===== src/shared/rss_pkg.sv =====
/*
 * Shared constants and types for the reset source sequencer.
 * Assumes aclk is the high-frequency clock of the device.
 */
package rss_pkg;
	// Clock periods in picoseconds; aclk runs at 100 MHz and is the high-frequency clock
	localparam int CLK_PERIOD_PS = 10000;
	localparam int HFC_PERIOD_PS = 10000;
	// Times in high-frequency clock periods, as specified
	localparam int PIN_LOW_HFC   = 12;
	localparam int STAB_HFC      = 1024;
	localparam int FAULT_HFC     = 24;
	// Cycle counts: least times round up, longest round down
	localparam int PIN_LOW_CYC   = (PIN_LOW_HFC * HFC_PERIOD_PS + CLK_PERIOD_PS - 1) / CLK_PERIOD_PS;
	localparam int STAB_CYC      = (STAB_HFC * HFC_PERIOD_PS) / CLK_PERIOD_PS;
	localparam int FAULT_CYC     = (FAULT_HFC * HFC_PERIOD_PS) / CLK_PERIOD_PS;
	localparam int CNT_W         = 11;
	localparam int LOW_W         = 4;
	// Fetch address map
	localparam logic [15:0] SFR_LO  = 16'h0000;
	localparam logic [15:0] SFR_HI  = 16'h003F;
	localparam logic [15:0] DBR_LO  = 16'h1F80;
	localparam logic [15:0] DBR_HI  = 16'h1FFF;
	localparam logic [15:0] RAM_LO  = 16'h0040;
	localparam logic [15:0] RAM_HI  = 16'h083F;
	localparam logic [15:0] VEC_LO  = 16'hFFFE;
	localparam logic [15:0] VEC_HI  = 16'hFFFF;
	// Register map
	localparam int          AXI_AW      = 12;
	localparam logic [11:0] REG_CTRL    = 12'h000;
	localparam logic [11:0] REG_SYSCTL  = 12'h004;
	localparam logic [11:0] REG_STATUS  = 12'h008;
	localparam int          CTRL_RAM_TRAP_BIT = 0;
	localparam int          CTRL_TRAP_IRQ_BIT = 1;
	localparam int          STAT_ACTIVE_BIT   = 0;
	localparam int          STAT_CAUSE_LSB    = 1;
	localparam logic [1:0]  CTRL_RST    = 2'h0;
	localparam logic [2:0]  SYSCTL_RST  = 3'h1;
	localparam logic [1:0]  RESP_OKAY   = 2'h0;
	localparam logic [1:0]  RESP_SLVERR = 2'h2;

	typedef enum logic [1:0] {
		SEQ_FAULT = 2'b00,
		SEQ_HOLD  = 2'b01,
		SEQ_STAB  = 2'b10,
		SEQ_RUN   = 2'b11
	} rss_seq_t;

	typedef struct packed {
		logic        valid;
		logic [15:0] addr;
	} rss_fetch_t;

	// system_control_two: bit2 select, bit1 low osc, bit0 high osc
	typedef struct packed {
		logic system_clock_select;
		logic low_osc_enable;
		logic high_osc_enable;
	} rss_sysctl_t;

	typedef struct packed {
		logic power;
		logic sysclk;
		logic wdog;
		logic trap;
		logic pin;
	} rss_cause_t;

	typedef struct packed {
		logic              pin_meta;
		logic              pin_sync;
		rss_seq_t          seq;
		logic [CNT_W-1:0]  cnt;
		logic [LOW_W-1:0]  low_cnt;
		logic [1:0]        ctrl;
		rss_sysctl_t       sysctl;
		rss_cause_t        cause;
		logic              reset_n;
		logic              boot;
		logic              trap_irq;
		logic              sfr_hit;
		logic              dbr_hit;
		logic              aw_got;
		logic [AXI_AW-1:0] aw_addr;
		logic              w_got;
		logic [31:0]       w_data;
		logic [3:0]        w_strb;
		logic              bvalid;
		logic [1:0]        bresp;
		logic              rvalid;
		logic [1:0]        rresp;
		logic [31:0]       rdata;
	} rss_regs_t;
endpackage


===== src/verilog/rss_top.sv =====
/*
 * Reset source sequencer: merges pin, address trap, watchdog and system
 * clock faults into one reset with a flash stabilisation stretch.
 * Assumes aclk is the high-frequency clock, the reset pin is asynchronous,
 * and fetch and watchdog inputs come from logic on aclk.
 */
// Decided for this implementation: the address map and the AXI4-Lite interface to the registers.
//
// Function
// - A reset pin held low for twelve clock periods resets the device, and the outside must hold it that long.
// - After the pin returns high, reset stays asserted for 1024 clock periods before release.
// - On release the CPU fetches its start vector from the two top bytes of the address space.
// - A fetch from on-chip RAM with RAM trapping enabled raises an address trap reset plus the stabilisation reset.
// - A fetch from the special register region always traps, whatever the RAM trap enable.
// - An address trap reset lasts at most 24 plus 1024 clock periods.
// - An address trap takes either the reset or the interrupt action as selected, never both.
// - Clearing both oscillator enables in one write raises a system clock reset.
// - Clearing the high oscillator enable while the low clock is not selected raises a system clock reset.
// - Clearing the low oscillator enable while the low clock is selected raises a system clock reset.
// - On a system clock reset the oscillator that was to be stopped keeps running.
// - A system clock reset also runs the stabilisation reset, at most 24 plus 1024 clock periods.
// - The data buffer region is decoded as its own window apart from the special register region.
// - The stabilisation length comes from an eleven-stage counter cleared at the start of every stabilisation stretch.
// - The internal fault sources may hold reset for up to 24 clock periods at power-on.
`timescale 1ns/100ps
module rss_top #(
	parameter int PIN_LOW_CYC_P = rss_pkg::PIN_LOW_CYC,
	parameter int STAB_CYC_P    = rss_pkg::STAB_CYC,
	parameter int FAULT_CYC_P   = rss_pkg::FAULT_CYC
) (
	input  wire logic                      aclk,
	input  wire logic                      aresetn,
	input  wire logic                      ce,
	input  wire logic                      rst_pin_n,
	input  wire logic                      wdog_req,
	input  wire rss_pkg::rss_fetch_t       fetch,
	output logic                           cpu_reset_n,
	output logic                           boot_fetch,
	output logic [15:0]                    boot_vector,
	output logic                           trap_irq,
	output logic                           high_osc_run,
	output logic                           low_osc_run,
	output logic                           sys_clock_sel,
	output logic                           sfr_hit,
	output logic                           dbr_hit,
	input  wire logic [rss_pkg::AXI_AW-1:0] s_axi_awaddr,
	input  wire logic                      s_axi_awvalid,
	output logic                           s_axi_awready,
	input  wire logic [31:0]               s_axi_wdata,
	input  wire logic [3:0]                s_axi_wstrb,
	input  wire logic                      s_axi_wvalid,
	output logic                           s_axi_wready,
	output logic [1:0]                     s_axi_bresp,
	output logic                           s_axi_bvalid,
	input  wire logic                      s_axi_bready,
	input  wire logic [rss_pkg::AXI_AW-1:0] s_axi_araddr,
	input  wire logic                      s_axi_arvalid,
	output logic                           s_axi_arready,
	output logic [31:0]                    s_axi_rdata,
	output logic [1:0]                     s_axi_rresp,
	output logic                           s_axi_rvalid,
	input  wire logic                      s_axi_rready
);
	import rss_pkg::*;

	// Refuse counts the counters cannot hold
	if (STAB_CYC_P < 1 || STAB_CYC_P > (1 << CNT_W) || FAULT_CYC_P < 1 || FAULT_CYC_P > STAB_CYC_P
		|| PIN_LOW_CYC_P < 1 || PIN_LOW_CYC_P >= (1 << LOW_W)) begin : g_bad_param
		$error("rss_top: count parameter out of range");
	end

	localparam logic [CNT_W-1:0] STAB_LAST  = CNT_W'(STAB_CYC_P - 1);
	localparam logic [CNT_W-1:0] FAULT_LAST = CNT_W'(FAULT_CYC_P - 1);
	localparam logic [LOW_W-1:0] LOW_LAST   = LOW_W'(PIN_LOW_CYC_P - 1);
	localparam rss_regs_t RST_STATE = '{pin_meta: 1'b1, pin_sync: 1'b1, seq: SEQ_FAULT,
		ctrl: CTRL_RST, sysctl: SYSCTL_RST, cause: 5'h10, default: '0};

	rss_regs_t   q;
	rss_regs_t   d;
	logic        running;
	logic        pin_low;
	logic        trap_hit;
	logic        trap_rst;
	logic        wr_fire;
	logic        sys_wr;
	logic        sys_bad;
	logic        clr_high;
	logic        clr_low;
	rss_sysctl_t sys_new;

	// Inclusive address window check
	function automatic logic in_range(input logic [15:0] a, input logic [15:0] lo, input logic [15:0] hi);
		in_range = (a >= lo) && (a <= hi);
	endfunction

	// Register read mux
	function automatic logic [31:0] reg_read(input rss_regs_t s, input logic [AXI_AW-1:0] a);
		reg_read = 32'h0;
		case (a)
			REG_CTRL:   reg_read = {30'h0, s.ctrl};
			REG_SYSCTL: reg_read = {29'h0, s.sysctl};
			REG_STATUS: reg_read = {26'h0, s.cause, ~s.reset_n};
			default:    reg_read = 32'h0;
		endcase
	endfunction

	function automatic logic reg_known(input logic [AXI_AW-1:0] a);
		reg_known = (a == REG_CTRL) || (a == REG_SYSCTL) || (a == REG_STATUS);
	endfunction

	// Fetch trap and oscillator misconfiguration detection
	always_comb begin
		running  = (q.seq == SEQ_RUN);
		pin_low  = ~q.pin_sync;
		trap_hit = fetch.valid && (in_range(fetch.addr, SFR_LO, SFR_HI)
			|| (q.ctrl[CTRL_RAM_TRAP_BIT] && in_range(fetch.addr, RAM_LO, RAM_HI)));
		trap_rst = running && trap_hit && ~q.ctrl[CTRL_TRAP_IRQ_BIT];
		wr_fire  = q.aw_got && q.w_got && ~q.bvalid;
		sys_wr   = wr_fire && (q.aw_addr == REG_SYSCTL) && q.w_strb[0];
		sys_new  = rss_sysctl_t'(q.w_data[2:0]);
		clr_high = q.sysctl.high_osc_enable && ~sys_new.high_osc_enable;
		clr_low  = q.sysctl.low_osc_enable && ~sys_new.low_osc_enable;
		sys_bad  = sys_wr && ((clr_high && clr_low)
			|| (clr_high && ~q.sysctl.system_clock_select)
			|| (clr_low && q.sysctl.system_clock_select));
	end

	// Next-state logic for the whole block
	always_comb begin
		d = q;
		if (ce) begin
			// Pin synchroniser
			d.pin_meta = rst_pin_n;
			d.pin_sync = q.pin_meta;
			d.boot     = 1'b0;
			d.trap_irq = running && trap_hit && q.ctrl[CTRL_TRAP_IRQ_BIT];
			d.sfr_hit  = fetch.valid && in_range(fetch.addr, SFR_LO, SFR_HI);
			d.dbr_hit  = fetch.valid && in_range(fetch.addr, DBR_LO, DBR_HI);
			d.low_cnt  = (running && pin_low && q.low_cnt != LOW_LAST) ? q.low_cnt + 1'b1 : '0;

			// Reset sequencer
			case (q.seq)
				SEQ_FAULT: begin
					if (pin_low) begin
						d.seq = SEQ_HOLD;
					end else if (q.cnt == FAULT_LAST) begin
						d.seq = SEQ_STAB;
						d.cnt = '0;
					end else begin
						d.cnt = q.cnt + 1'b1;
					end
				end
				SEQ_HOLD: begin
					if (!pin_low) begin
						d.seq = SEQ_STAB;
						d.cnt = '0;
					end
				end
				SEQ_STAB: begin
					if (pin_low) begin
						d.seq = SEQ_HOLD;
					end else if (q.cnt == STAB_LAST) begin
						d.seq  = SEQ_RUN;
						d.boot = 1'b1;
					end else begin
						d.cnt = q.cnt + 1'b1;
					end
				end
				SEQ_RUN: begin
					if (pin_low && q.low_cnt == LOW_LAST) begin
						d.seq = SEQ_HOLD;
					end else if (trap_rst || wdog_req || sys_bad) begin
						d.seq = SEQ_FAULT;
						d.cnt = '0;
					end
				end
				default: begin
					d.seq = SEQ_FAULT;
					d.cnt = '0;
				end
			endcase
			d.reset_n = (d.seq == SEQ_RUN);

			// AXI write channel capture
			if (s_axi_awvalid && s_axi_awready) begin
				d.aw_got  = 1'b1;
				d.aw_addr = s_axi_awaddr;
			end
			if (s_axi_wvalid && s_axi_wready) begin
				d.w_got  = 1'b1;
				d.w_data = s_axi_wdata;
				d.w_strb = s_axi_wstrb;
			end
			if (q.bvalid && s_axi_bready) begin
				d.bvalid = 1'b0;
			end
			// Register write once both halves are in
			if (wr_fire) begin
				d.aw_got = 1'b0;
				d.w_got  = 1'b0;
				d.bvalid = 1'b1;
				d.bresp  = reg_known(q.aw_addr) ? RESP_OKAY : RESP_SLVERR;
				if (q.aw_addr == REG_CTRL && q.w_strb[0]) begin
					d.ctrl = q.w_data[1:0];
				end
				if (sys_wr) begin
					// A bad write keeps both oscillators as they were
					d.sysctl = sys_bad ? q.sysctl : sys_new;
				end
				if (q.aw_addr == REG_STATUS && q.w_strb[0]) begin
					d.cause = q.cause & ~rss_cause_t'(q.w_data[STAT_CAUSE_LSB +: 5]);
				end
			end
			// Cause flags; a new event wins over a clear
			if (running && pin_low && q.low_cnt == LOW_LAST) begin
				d.cause.pin = 1'b1;
			end
			if (running && trap_rst) begin
				d.cause.trap = 1'b1;
			end
			if (running && wdog_req) begin
				d.cause.wdog = 1'b1;
			end
			if (running && sys_bad) begin
				d.cause.sysclk = 1'b1;
			end

			// AXI read channel
			if (q.rvalid && s_axi_rready) begin
				d.rvalid = 1'b0;
			end
			if (s_axi_arvalid && s_axi_arready) begin
				d.rvalid = 1'b1;
				d.rdata  = reg_read(q, s_axi_araddr);
				d.rresp  = reg_known(s_axi_araddr) ? RESP_OKAY : RESP_SLVERR;
			end
		end
	end

	// State register
	always_ff @(posedge aclk) begin
		if (!aresetn) begin
			q <= RST_STATE;
		end else begin
			q <= d;
		end
	end

	// Outputs
	assign cpu_reset_n   = q.reset_n;
	assign boot_fetch    = q.boot;
	assign boot_vector   = VEC_LO;
	assign trap_irq      = q.trap_irq;
	assign high_osc_run  = q.sysctl.high_osc_enable;
	assign low_osc_run   = q.sysctl.low_osc_enable;
	assign sys_clock_sel = q.sysctl.system_clock_select;
	assign sfr_hit       = q.sfr_hit;
	assign dbr_hit       = q.dbr_hit;
	assign s_axi_awready = ~q.aw_got && ~q.bvalid;
	assign s_axi_wready  = ~q.w_got && ~q.bvalid;
	assign s_axi_bvalid  = q.bvalid;
	assign s_axi_bresp   = q.bresp;
	assign s_axi_arready = ~q.rvalid;
	assign s_axi_rvalid  = q.rvalid;
	assign s_axi_rdata   = q.rdata;
	assign s_axi_rresp   = q.rresp;

	// Helper: length of the fault stretch
	logic [CNT_W:0] fault_len;
	always_ff @(posedge aclk) begin
		if (!aresetn) begin
			fault_len <= '0;
		end else if (q.seq != SEQ_FAULT) begin
			fault_len <= '0;
		end else if (ce) begin
			fault_len <= fault_len + 1'b1;
		end
	end

	a_pin_low_reset: assert property (@(posedge aclk) disable iff (!aresetn)
		(ce && q.seq == SEQ_RUN && pin_low && q.low_cnt == LOW_LAST) |=> !cpu_reset_n)
		else $error("pin low long enough did not reset");
	a_pin_hold: assert property (@(posedge aclk) disable iff (!aresetn)
		(q.seq == SEQ_HOLD && pin_low) |=> !cpu_reset_n)
		else $error("reset released while pin low");
	a_stab_length: assert property (@(posedge aclk) disable iff (!aresetn)
		$rose(cpu_reset_n) |-> ($past(q.cnt) == STAB_LAST && $past(q.seq) == SEQ_STAB))
		else $error("release not after full stabilisation count");
	a_boot_vector: assert property (@(posedge aclk) disable iff (!aresetn)
		$rose(cpu_reset_n) |-> (boot_fetch && boot_vector == VEC_LO))
		else $error("no vector fetch at release");
	a_sfr_trap: assert property (@(posedge aclk) disable iff (!aresetn)
		(ce && running && fetch.valid && fetch.addr <= SFR_HI && !q.ctrl[CTRL_TRAP_IRQ_BIT]
			&& !(pin_low && q.low_cnt == LOW_LAST))
		|=> (!cpu_reset_n && q.seq == SEQ_FAULT && q.cnt == '0))
		else $error("register region fetch did not trap");
	a_fault_bound: assert property (@(posedge aclk) disable iff (!aresetn)
		fault_len <= (CNT_W + 1)'(FAULT_CYC_P))
		else $error("fault stretch too long");
	a_trap_one_act: assert property (@(posedge aclk) disable iff (!aresetn)
		(ce && running && trap_hit && q.ctrl[CTRL_TRAP_IRQ_BIT]) |=> (trap_irq && cpu_reset_n))
		else $error("interrupt mode trap misbehaved");
	a_osc_kept: assert property (@(posedge aclk) disable iff (!aresetn)
		(ce && running && sys_bad) |=> (high_osc_run == $past(high_osc_run)
			&& low_osc_run == $past(low_osc_run) && !cpu_reset_n))
		else $error("oscillator stopped on clock fault");
	a_dbr_window: assert property (@(posedge aclk) disable iff (!aresetn)
		dbr_hit |-> (!sfr_hit && $past(fetch.addr) >= DBR_LO))
		else $error("data buffer decode wrong");

	// Trap, clock fault and sequencer step checks
	a_ram_trap: assert property (@(posedge aclk) disable iff (!aresetn)
		(ce && running && fetch.valid && fetch.addr >= RAM_LO && fetch.addr <= RAM_HI
			&& q.ctrl[CTRL_RAM_TRAP_BIT] && !q.ctrl[CTRL_TRAP_IRQ_BIT] && !(pin_low && q.low_cnt == LOW_LAST))
		|=> (!cpu_reset_n && q.seq == SEQ_FAULT && q.cause.trap))
		else $error("enabled RAM fetch did not trap");
	a_ram_no_trap: assert property (@(posedge aclk) disable iff (!aresetn)
		(ce && running && fetch.valid && fetch.addr >= RAM_LO && fetch.addr <= RAM_HI
			&& !q.ctrl[CTRL_RAM_TRAP_BIT] && !wdog_req && !sys_bad && !pin_low) |=> cpu_reset_n)
		else $error("RAM fetch trapped while trapping disabled");
	a_both_clear: assert property (@(posedge aclk) disable iff (!aresetn)
		(ce && running && wr_fire && q.aw_addr == REG_SYSCTL && q.w_strb[0] && q.sysctl.high_osc_enable
			&& q.sysctl.low_osc_enable && !q.w_data[0] && !q.w_data[1])
		|=> (!cpu_reset_n && high_osc_run && low_osc_run && q.cause.sysclk))
		else $error("clearing both oscillators did not reset");
	a_high_clear: assert property (@(posedge aclk) disable iff (!aresetn)
		(ce && running && wr_fire && q.aw_addr == REG_SYSCTL && q.w_strb[0] && q.sysctl.high_osc_enable
			&& !q.w_data[0] && !q.sysctl.system_clock_select)
		|=> (!cpu_reset_n && high_osc_run && q.cause.sysclk))
		else $error("clearing the running high oscillator did not reset");
	a_low_clear: assert property (@(posedge aclk) disable iff (!aresetn)
		(ce && running && wr_fire && q.aw_addr == REG_SYSCTL && q.w_strb[0] && q.sysctl.low_osc_enable
			&& !q.w_data[1] && q.sysctl.system_clock_select)
		|=> (!cpu_reset_n && low_osc_run && q.cause.sysclk))
		else $error("clearing the running low oscillator did not reset");
	a_wdog_reset: assert property (@(posedge aclk) disable iff (!aresetn)
		(ce && running && wdog_req) |=> (!cpu_reset_n && q.cause.wdog))
		else $error("watchdog request did not reset");
	a_fault_to_stab: assert property (@(posedge aclk) disable iff (!aresetn)
		(ce && q.seq == SEQ_FAULT && !pin_low && q.cnt == FAULT_LAST) |=> (q.seq == SEQ_STAB && q.cnt == '0))
		else $error("fault stretch did not hand over to stabilisation");
	a_stab_step: assert property (@(posedge aclk) disable iff (!aresetn)
		(ce && q.seq == SEQ_STAB && !pin_low && q.cnt != STAB_LAST)
		|=> (q.seq == SEQ_STAB && q.cnt == $past(q.cnt) + 1'b1))
		else $error("stabilisation counter did not step");
	a_pin_cause: assert property (@(posedge aclk) disable iff (!aresetn)
		(ce && running && pin_low && q.low_cnt == LOW_LAST) |=> q.cause.pin)
		else $error("pin reset cause not recorded");
	a_boot_pulse: assert property (@(posedge aclk) disable iff (!aresetn)
		(ce && boot_fetch) |=> !boot_fetch)
		else $error("vector fetch pulse longer than one cycle");
endmodule


===== config.mk =====
export PLATFORM = sky130hd
export DESIGN_NAME = rss_top
export DESIGN_NICKNAME = d
export VERILOG_FILES = /design/src/shared/rss_pkg.sv /design/src/verilog/rss_top.sv
export SDC_FILE = /design/constraint.sdc
export NUM_CORES = 1
export LEC_CHECK = 0
export BUFFER_PORTS_ARGS = -buffer_cell sky130_fd_sc_hd__buf_4
export CORE_MARGIN = 5
export CORE_UTILIZATION = 44
export CTS_BUF_LIST = sky130_fd_sc_hd__clkbuf_4 sky130_fd_sc_hd__clkbuf_8
export DETAILED_ROUTE_END_ITERATION = 10
export PLACE_DENSITY = 0.77
export SETUP_SLACK_MARGIN = 0.3
export SYNTH_ARGS = -nofsm -noshare
export SYNTH_HDL_FRONTEND = slang
export SYNTH_SLANG_ARGS = --single-unit
export TNS_END_PERCENT = 50

===== constraint.sdc =====
create_clock -name aclk -period 2.1 [get_ports aclk]
set_input_delay 0.42 -clock aclk [delete_from_list [all_inputs] [get_ports aclk]]
set_output_delay 0.42 -clock aclk [all_outputs]
set_load 0.01 [all_outputs]

## Word level (Yosys, flattened, before mapping)

Cells that the tools add are included.

- Register bits: 122
- Input bits: 87

- Equal/unequal tests: 18
- Bitwise logic cells: 13
- Multiplexer cells: 35
- Order comparisons: 6
- Reductions and logical operators: 76
- Add/sub/neg operators: 2

Operator list:

| cell | count |
|---|---|
| $mux 11 | 5 |
| $mux 13 | 4 |
| $pmux 13 s4 | 1 |
| $mux 37 | 1 |
| $logic_and 1x1->1 | 36 |
| $mux 35 | 1 |
| $eq 12x3->1 const B | 2 |
| $eq 12x4->1 const B | 2 |
| $logic_not 12->1 | 2 |
| $reduce_bool 2->1 | 12 |
| $pmux 6 s3 | 1 |
| $reduce_and 3->1 | 6 |
| $ge 16x1->1 const B | 1 |
| $ge 16x13->1 const B | 1 |
| $ge 16x7->1 const B | 1 |
| $le 16x12->1 const B | 1 |
| $le 16x13->1 const B | 1 |
| $le 16x6->1 const B | 1 |
| $reduce_and 2->1 | 8 |
| $ne 3x3->1 const B | 5 |
| $mux 2 | 7 |
| $mux 4 | 3 |
| $add 11x1->11 const B | 1 |
| $eq 11x10->1 const B | 1 |
| 16 further kinds | 46 |

## Depth between registers and ports, before layout

- Depth after elaboration: 14
- Mapped depth: 8
- Depth with buffers taken out: 7

## Worst setup path before layout

No wires, ideal clock.

- Kind: input port to flip-flop
- From: input fetch[6] in the netlist's numbering
- To: register q[109] in the netlist's numbering
- Required time: 2.026 ns
- Buffers on the path: 0
- Arrival: 2.132 ns
- Path slack: -0.107 ns
- Cell stages on the path: 6
- Path through: or4_4 > o31ai_2 > and3b_1 > o41ai_2 > or4b_1 > a31oi_1

- Longest elaborated chain between the ends: 11

Ends and longest elaborated chain:

| what | RTL line | text |
|---|---|---|
| from (decl) | rss_top.sv:36 | `input wire rss_pkg::rss_fetch_t fetch,` |
| $ge 16x7->1 / $le 16x12->1 (equally long branches) | rss_top.sv:93 | `in_range = (a >= lo) && (a <= hi);` |
| $logic_and 1x1->1 | rss_top.sv:93 |  |
| $logic_and 1x1->1 | rss_top.sv:116 | `\|\| (q.ctrl[CTRL_RAM_TRAP_BIT] && in_range(fetch.addr, RAM_LO, RAM_HI)));` |
| $logic_or 1x1->1 * | rss_top.sv:116 |  |
| $logic_and 1x1->1 * | rss_top.sv:115 | `trap_hit = fetch.valid && (in_range(fetch.addr, SFR_LO, SFR_HI)` |
| $logic_and 1x1->1 * (2 in series) | rss_top.sv:117 | `trap_rst = running && trap_hit && ~q.ctrl[CTRL_TRAP_IRQ_BIT];` |
| $logic_or 1x1->1 * (2 in series) | rss_top.sv:172 | `end else if (trap_rst \|\| wdog_req \|\| sys_bad) begin` |
| $ne 3x2->1 (no source line) * | - |  |
| $reduce_and 7->1 (no source line) * | - |  |
| to (signal assigned) | rss_top.sv:243 | `q <= RST_STATE;` |
| to (signal assigned) | rss_top.sv:245 | `q <= d;` |
| to (decl) | rss_top.sv:78 | `rss_regs_t q;` |

Mark *: on every way between the ends. The rest lies on a longest branch, timed or not.
A chain may end at the register's enable or synchronous reset.

## Worst setup path after layout

Same ends and word-level chain as after synthesis.

==> results.json <==
{
  "ys_seq_area_frac": 0.383,
  "arrival_ns": 2.35,
  "relSlewSlack": 0.680,
  "synth_edf_count": 0,
  "num_rows": 32,
  "leakage_nw": 1.82,
  "cp.required_ns": 2.37,
  "track_usage": 0.165,
  "dr_wl_met3_um": 749,
  "diodes": 0,
  "cts_sinks": 65,
  "r2r_slack_ns": 0.05,
  "grt.overflow.total": 0,
  "setup_tns_ns": 0,
  "r2r-end": "q[109]",
  "async_flop_share": 0,
  "clock_latency_ns": 0.35,
  "rr_startpoint": "q[75]",
  "cts_buffer_depth": 2,
  "initial_core_util": 0.446,
  "cp-endpoint": "q[109]",
  "cp-startpoint": "fetch[6]",
  "io_buffers": 72,
  "finClkSkew_ns": 0.0113,
  "fin_hold_ws_ns": 0.285,
  "final_cell_area_um2": 4350,
  "fin_crit_sh": 0.993,
  "hold_viol": 0,
  "ys_types": 61,
  "drive_above_1_share": 0.308,
  "nets": 577,
  "ios": 152,
  "irDropWorstVdd_v": 0.000448,
  "dpl-instance-area_um2": 3880,
  "fp.dieArea_um2": 9570,
  "fmaxAchievable_ghz": 0.480,
  "ys_warn_count": 0,
  "ff2ff_path_depth": 6,
  "cts_tree": "yes",
  "ant_nets": 0,
  "setup_viol_count_final": 0,
  "slowest_stage": "or4_4",
  "synth_cells": 407,
  "cp_cell_sequence": "buf_4 -> or4_4 -> o31ai_2 -> and3b_2 -> o41ai_2 -> or4b_1 -> a31oi_1",
  "end_kind": "flop",
  "finalMaxSlewViolations": 0,
  "wirelength_mm": 8.38,
  "rsz0062_at_grt": "yes",
  "max_cap_violations": 0,
  "core-area_um2": 7610,
  "slowest_delay_ns": 0.54,
  "criticalPathCategory": "in2reg",
  "cts_root_buf": "clkbuf_8",
  "holdPathStages": 3,
  "wl_per_cell_um": 14.1,
  "place.gp.congestion": 0.810,
  "drc_errors": 0,
  "outcome": "finished clean",
  "fillCellCount": 669,
  "vias_per_cell": 5.14,
  "power.density_nw_per_um2": 697,
  "dp_hpwl_mm": 5.92,
  "antenna_found_initial": 0,
  "wl_met1_mm": 3.43,
  "crit_path_max_fanout": 2,
  "avgSynthCellArea_um2": 8.34,
  "top_layer": "met4",
  "grt_pass1_vias": 2856,
  "drt_iter0_markers": 189,
  "grt_pass1_wl_mm": 13.1,
  "met2WireLength_mm": 4.10,
  "synth_area_um2": 3390,
  "die_w_um": 97.8,
  "grt_max_degree": 20,
  "fin_crit_ns": 2.09,
  "ys_seq_elements": 65,
  "synth_ff_type": "dfxtp_1",
  "synthToLayoutAreaGrowth_pct": 28.1,
  "first_pass_iters": 4,
  "tritoncts.num_buffers": 9,
  "die_h_um": 97.8,
  "htree_num_levels": 3,
  "max_slew.worst_pin.slew_ns": 0.468,
  "clkTransAtPathRegs_ns": 0.07,
  "hp-class": "in2reg",
  "vias": 3060,
  "startpoint_type": "input port"
}
-- power by group --
group | switching [mW] | internal (mW) | total, mW
clock network | 0.491 | 0.869 | 1.36
registers | 0.0379 | 1.27 | 1.30
logic | 0.198 | 0.167 | 0.365
total | 0.727 | 2.30 | 3.03
-- layer usage --
layer / vias up / track usage
li1: 1491 / -
met1: 1412 / 0.198
met2: 145 / 0.267
met3: 12 / 0.0686
met4: 0 / 0.0543
met5: - / 0
-- synthesized netlist by cell type, types with 4 or more instances --
library cell / instances / area (um^2)
inv_1: 6 / 22.5
buf_4: 53 / 398
a31oi_1: 5 / 31.3
nor4_1: 6 / 37.5
and3_1: 4 / 25.0
clkbuf_1: 12 / 45.0
nor3_1: 6 / 30.0
dfxtp_1: 65 / 1300
mux2i_1: 17 / 170
nand3_1: 13 / 65.1
nand3b_1: 6 / 45.0
o21ai_1: 4 / 20.0
o21ai_0: 9 / 45.0
nand2_1: 52 / 195
a21oi_1: 37 / 185
nor2_1: 44 / 165
a22oi_1: 5 / 37.5
-- per-stage QoR --
step / power [mW] / worst slack (ns) / instances / util
3_3_place_gp: 1.64 / -0.255 / 573 / 0.511
3_5_place_dp: 1.65 / -0.294 / 573 / 0.511
6_report: 3.03 / 0.0149 / 595 / 0.572
5_1_grt: 3.14 / -0.109 / 595 / 0.572
4_1_cts: 3.01 / 0.131 / 591 / 0.553
2_1_floorplan: 1.57 / -0.107 / 449 / -
-- state kept, by name, summed over array words and instances, names as in the netlist --
signal         count
s_axi_rdata        6
s_axi_bvalid       1
low_osc_run        1
boot_fetch         1
s_axi_rvalid       1
dbr_hit            1
trap_irq           1
sfr_hit            1
s_axi_rresp        1
cpu_reset_n        1
high_osc_run       1
q                 47
s_axi_bresp        1
sys_clock_sel      1
-- worst min path at each step --
stage	startpoint	end	slack (ns)
floorplan	q[97]	q[97]	0.43
global placement	q[97]	q[97]	0.44
detailed placement	q[97]	q[97]	0.45
CTS	rst_pin_n	q[121]	0.27
global route	rst_pin_n	q[121]	0.29
finish	rst_pin_n	q[121]	0.29
-- worst max-delay path, delay by kind of cell --
family	cells	cell delay, ns
AND/OR/NAND/NOR	3	1.31
AO/OA/AOI/OAI	3	0.51
buffers and inverters	1	0.11
-- layout make-up --
cell class / instances / area, um^2 / share of cell area
multi-input combinational: 308 / 1900 / 0.436
tap: 102 / 128 / 0.0293
clock inverter: 4 / 98.8 / 0.0227
clock buffer: 12 / 159 / 0.0365
inverter: 7 / 26.3 / 0.00604
timing repair buffer: 97 / 736 / 0.169
sequential: 65 / 1310 / 0.300
-- what timing repair did --
action                                  4_1_cts  5_1_grt
setup buffers                                 2        4
pin swaps                                     7       14
gates resized for setup                      14       23
endpoints found under the setup margin       20       24
hold buffers                                  0        0
-- layout by cell type, fill, tap and decap left out, drive strengths merged, types with 7 or more instances in the layout --
cell,count
a21oi,37
buf,97
clkbuf,12
conb,44
dfxtp,65
inv,7
mux2i,17
nand2,52
nand3,13
nor2,45
nor4,7
o21ai,13
-- cell families (layout without fill, tap and decap cells) --
| kind of cell | count (synthesis) | count (layout) | synth area share |
|---|---|---|---|
| AOI/OAI and AO/OA | 79 | 79 | 0.150 |
| and+or+nand+nor | 163 | 163 | 0.248 |
| muxes | 17 | 17 | 0.0501 |
| other | 2 | 44 | 0.00221 |
| DFF | 65 | 65 | 0.383 |
| xor gates and xnor gates | 3 | 3 | 0.00774 |
| buffers and inverters | 76 | 120 | 0.151 |
| adders and majority gates | 2 | 2 | 0.00737 |
No activity file was read; power rests on OpenSTA's default activity.
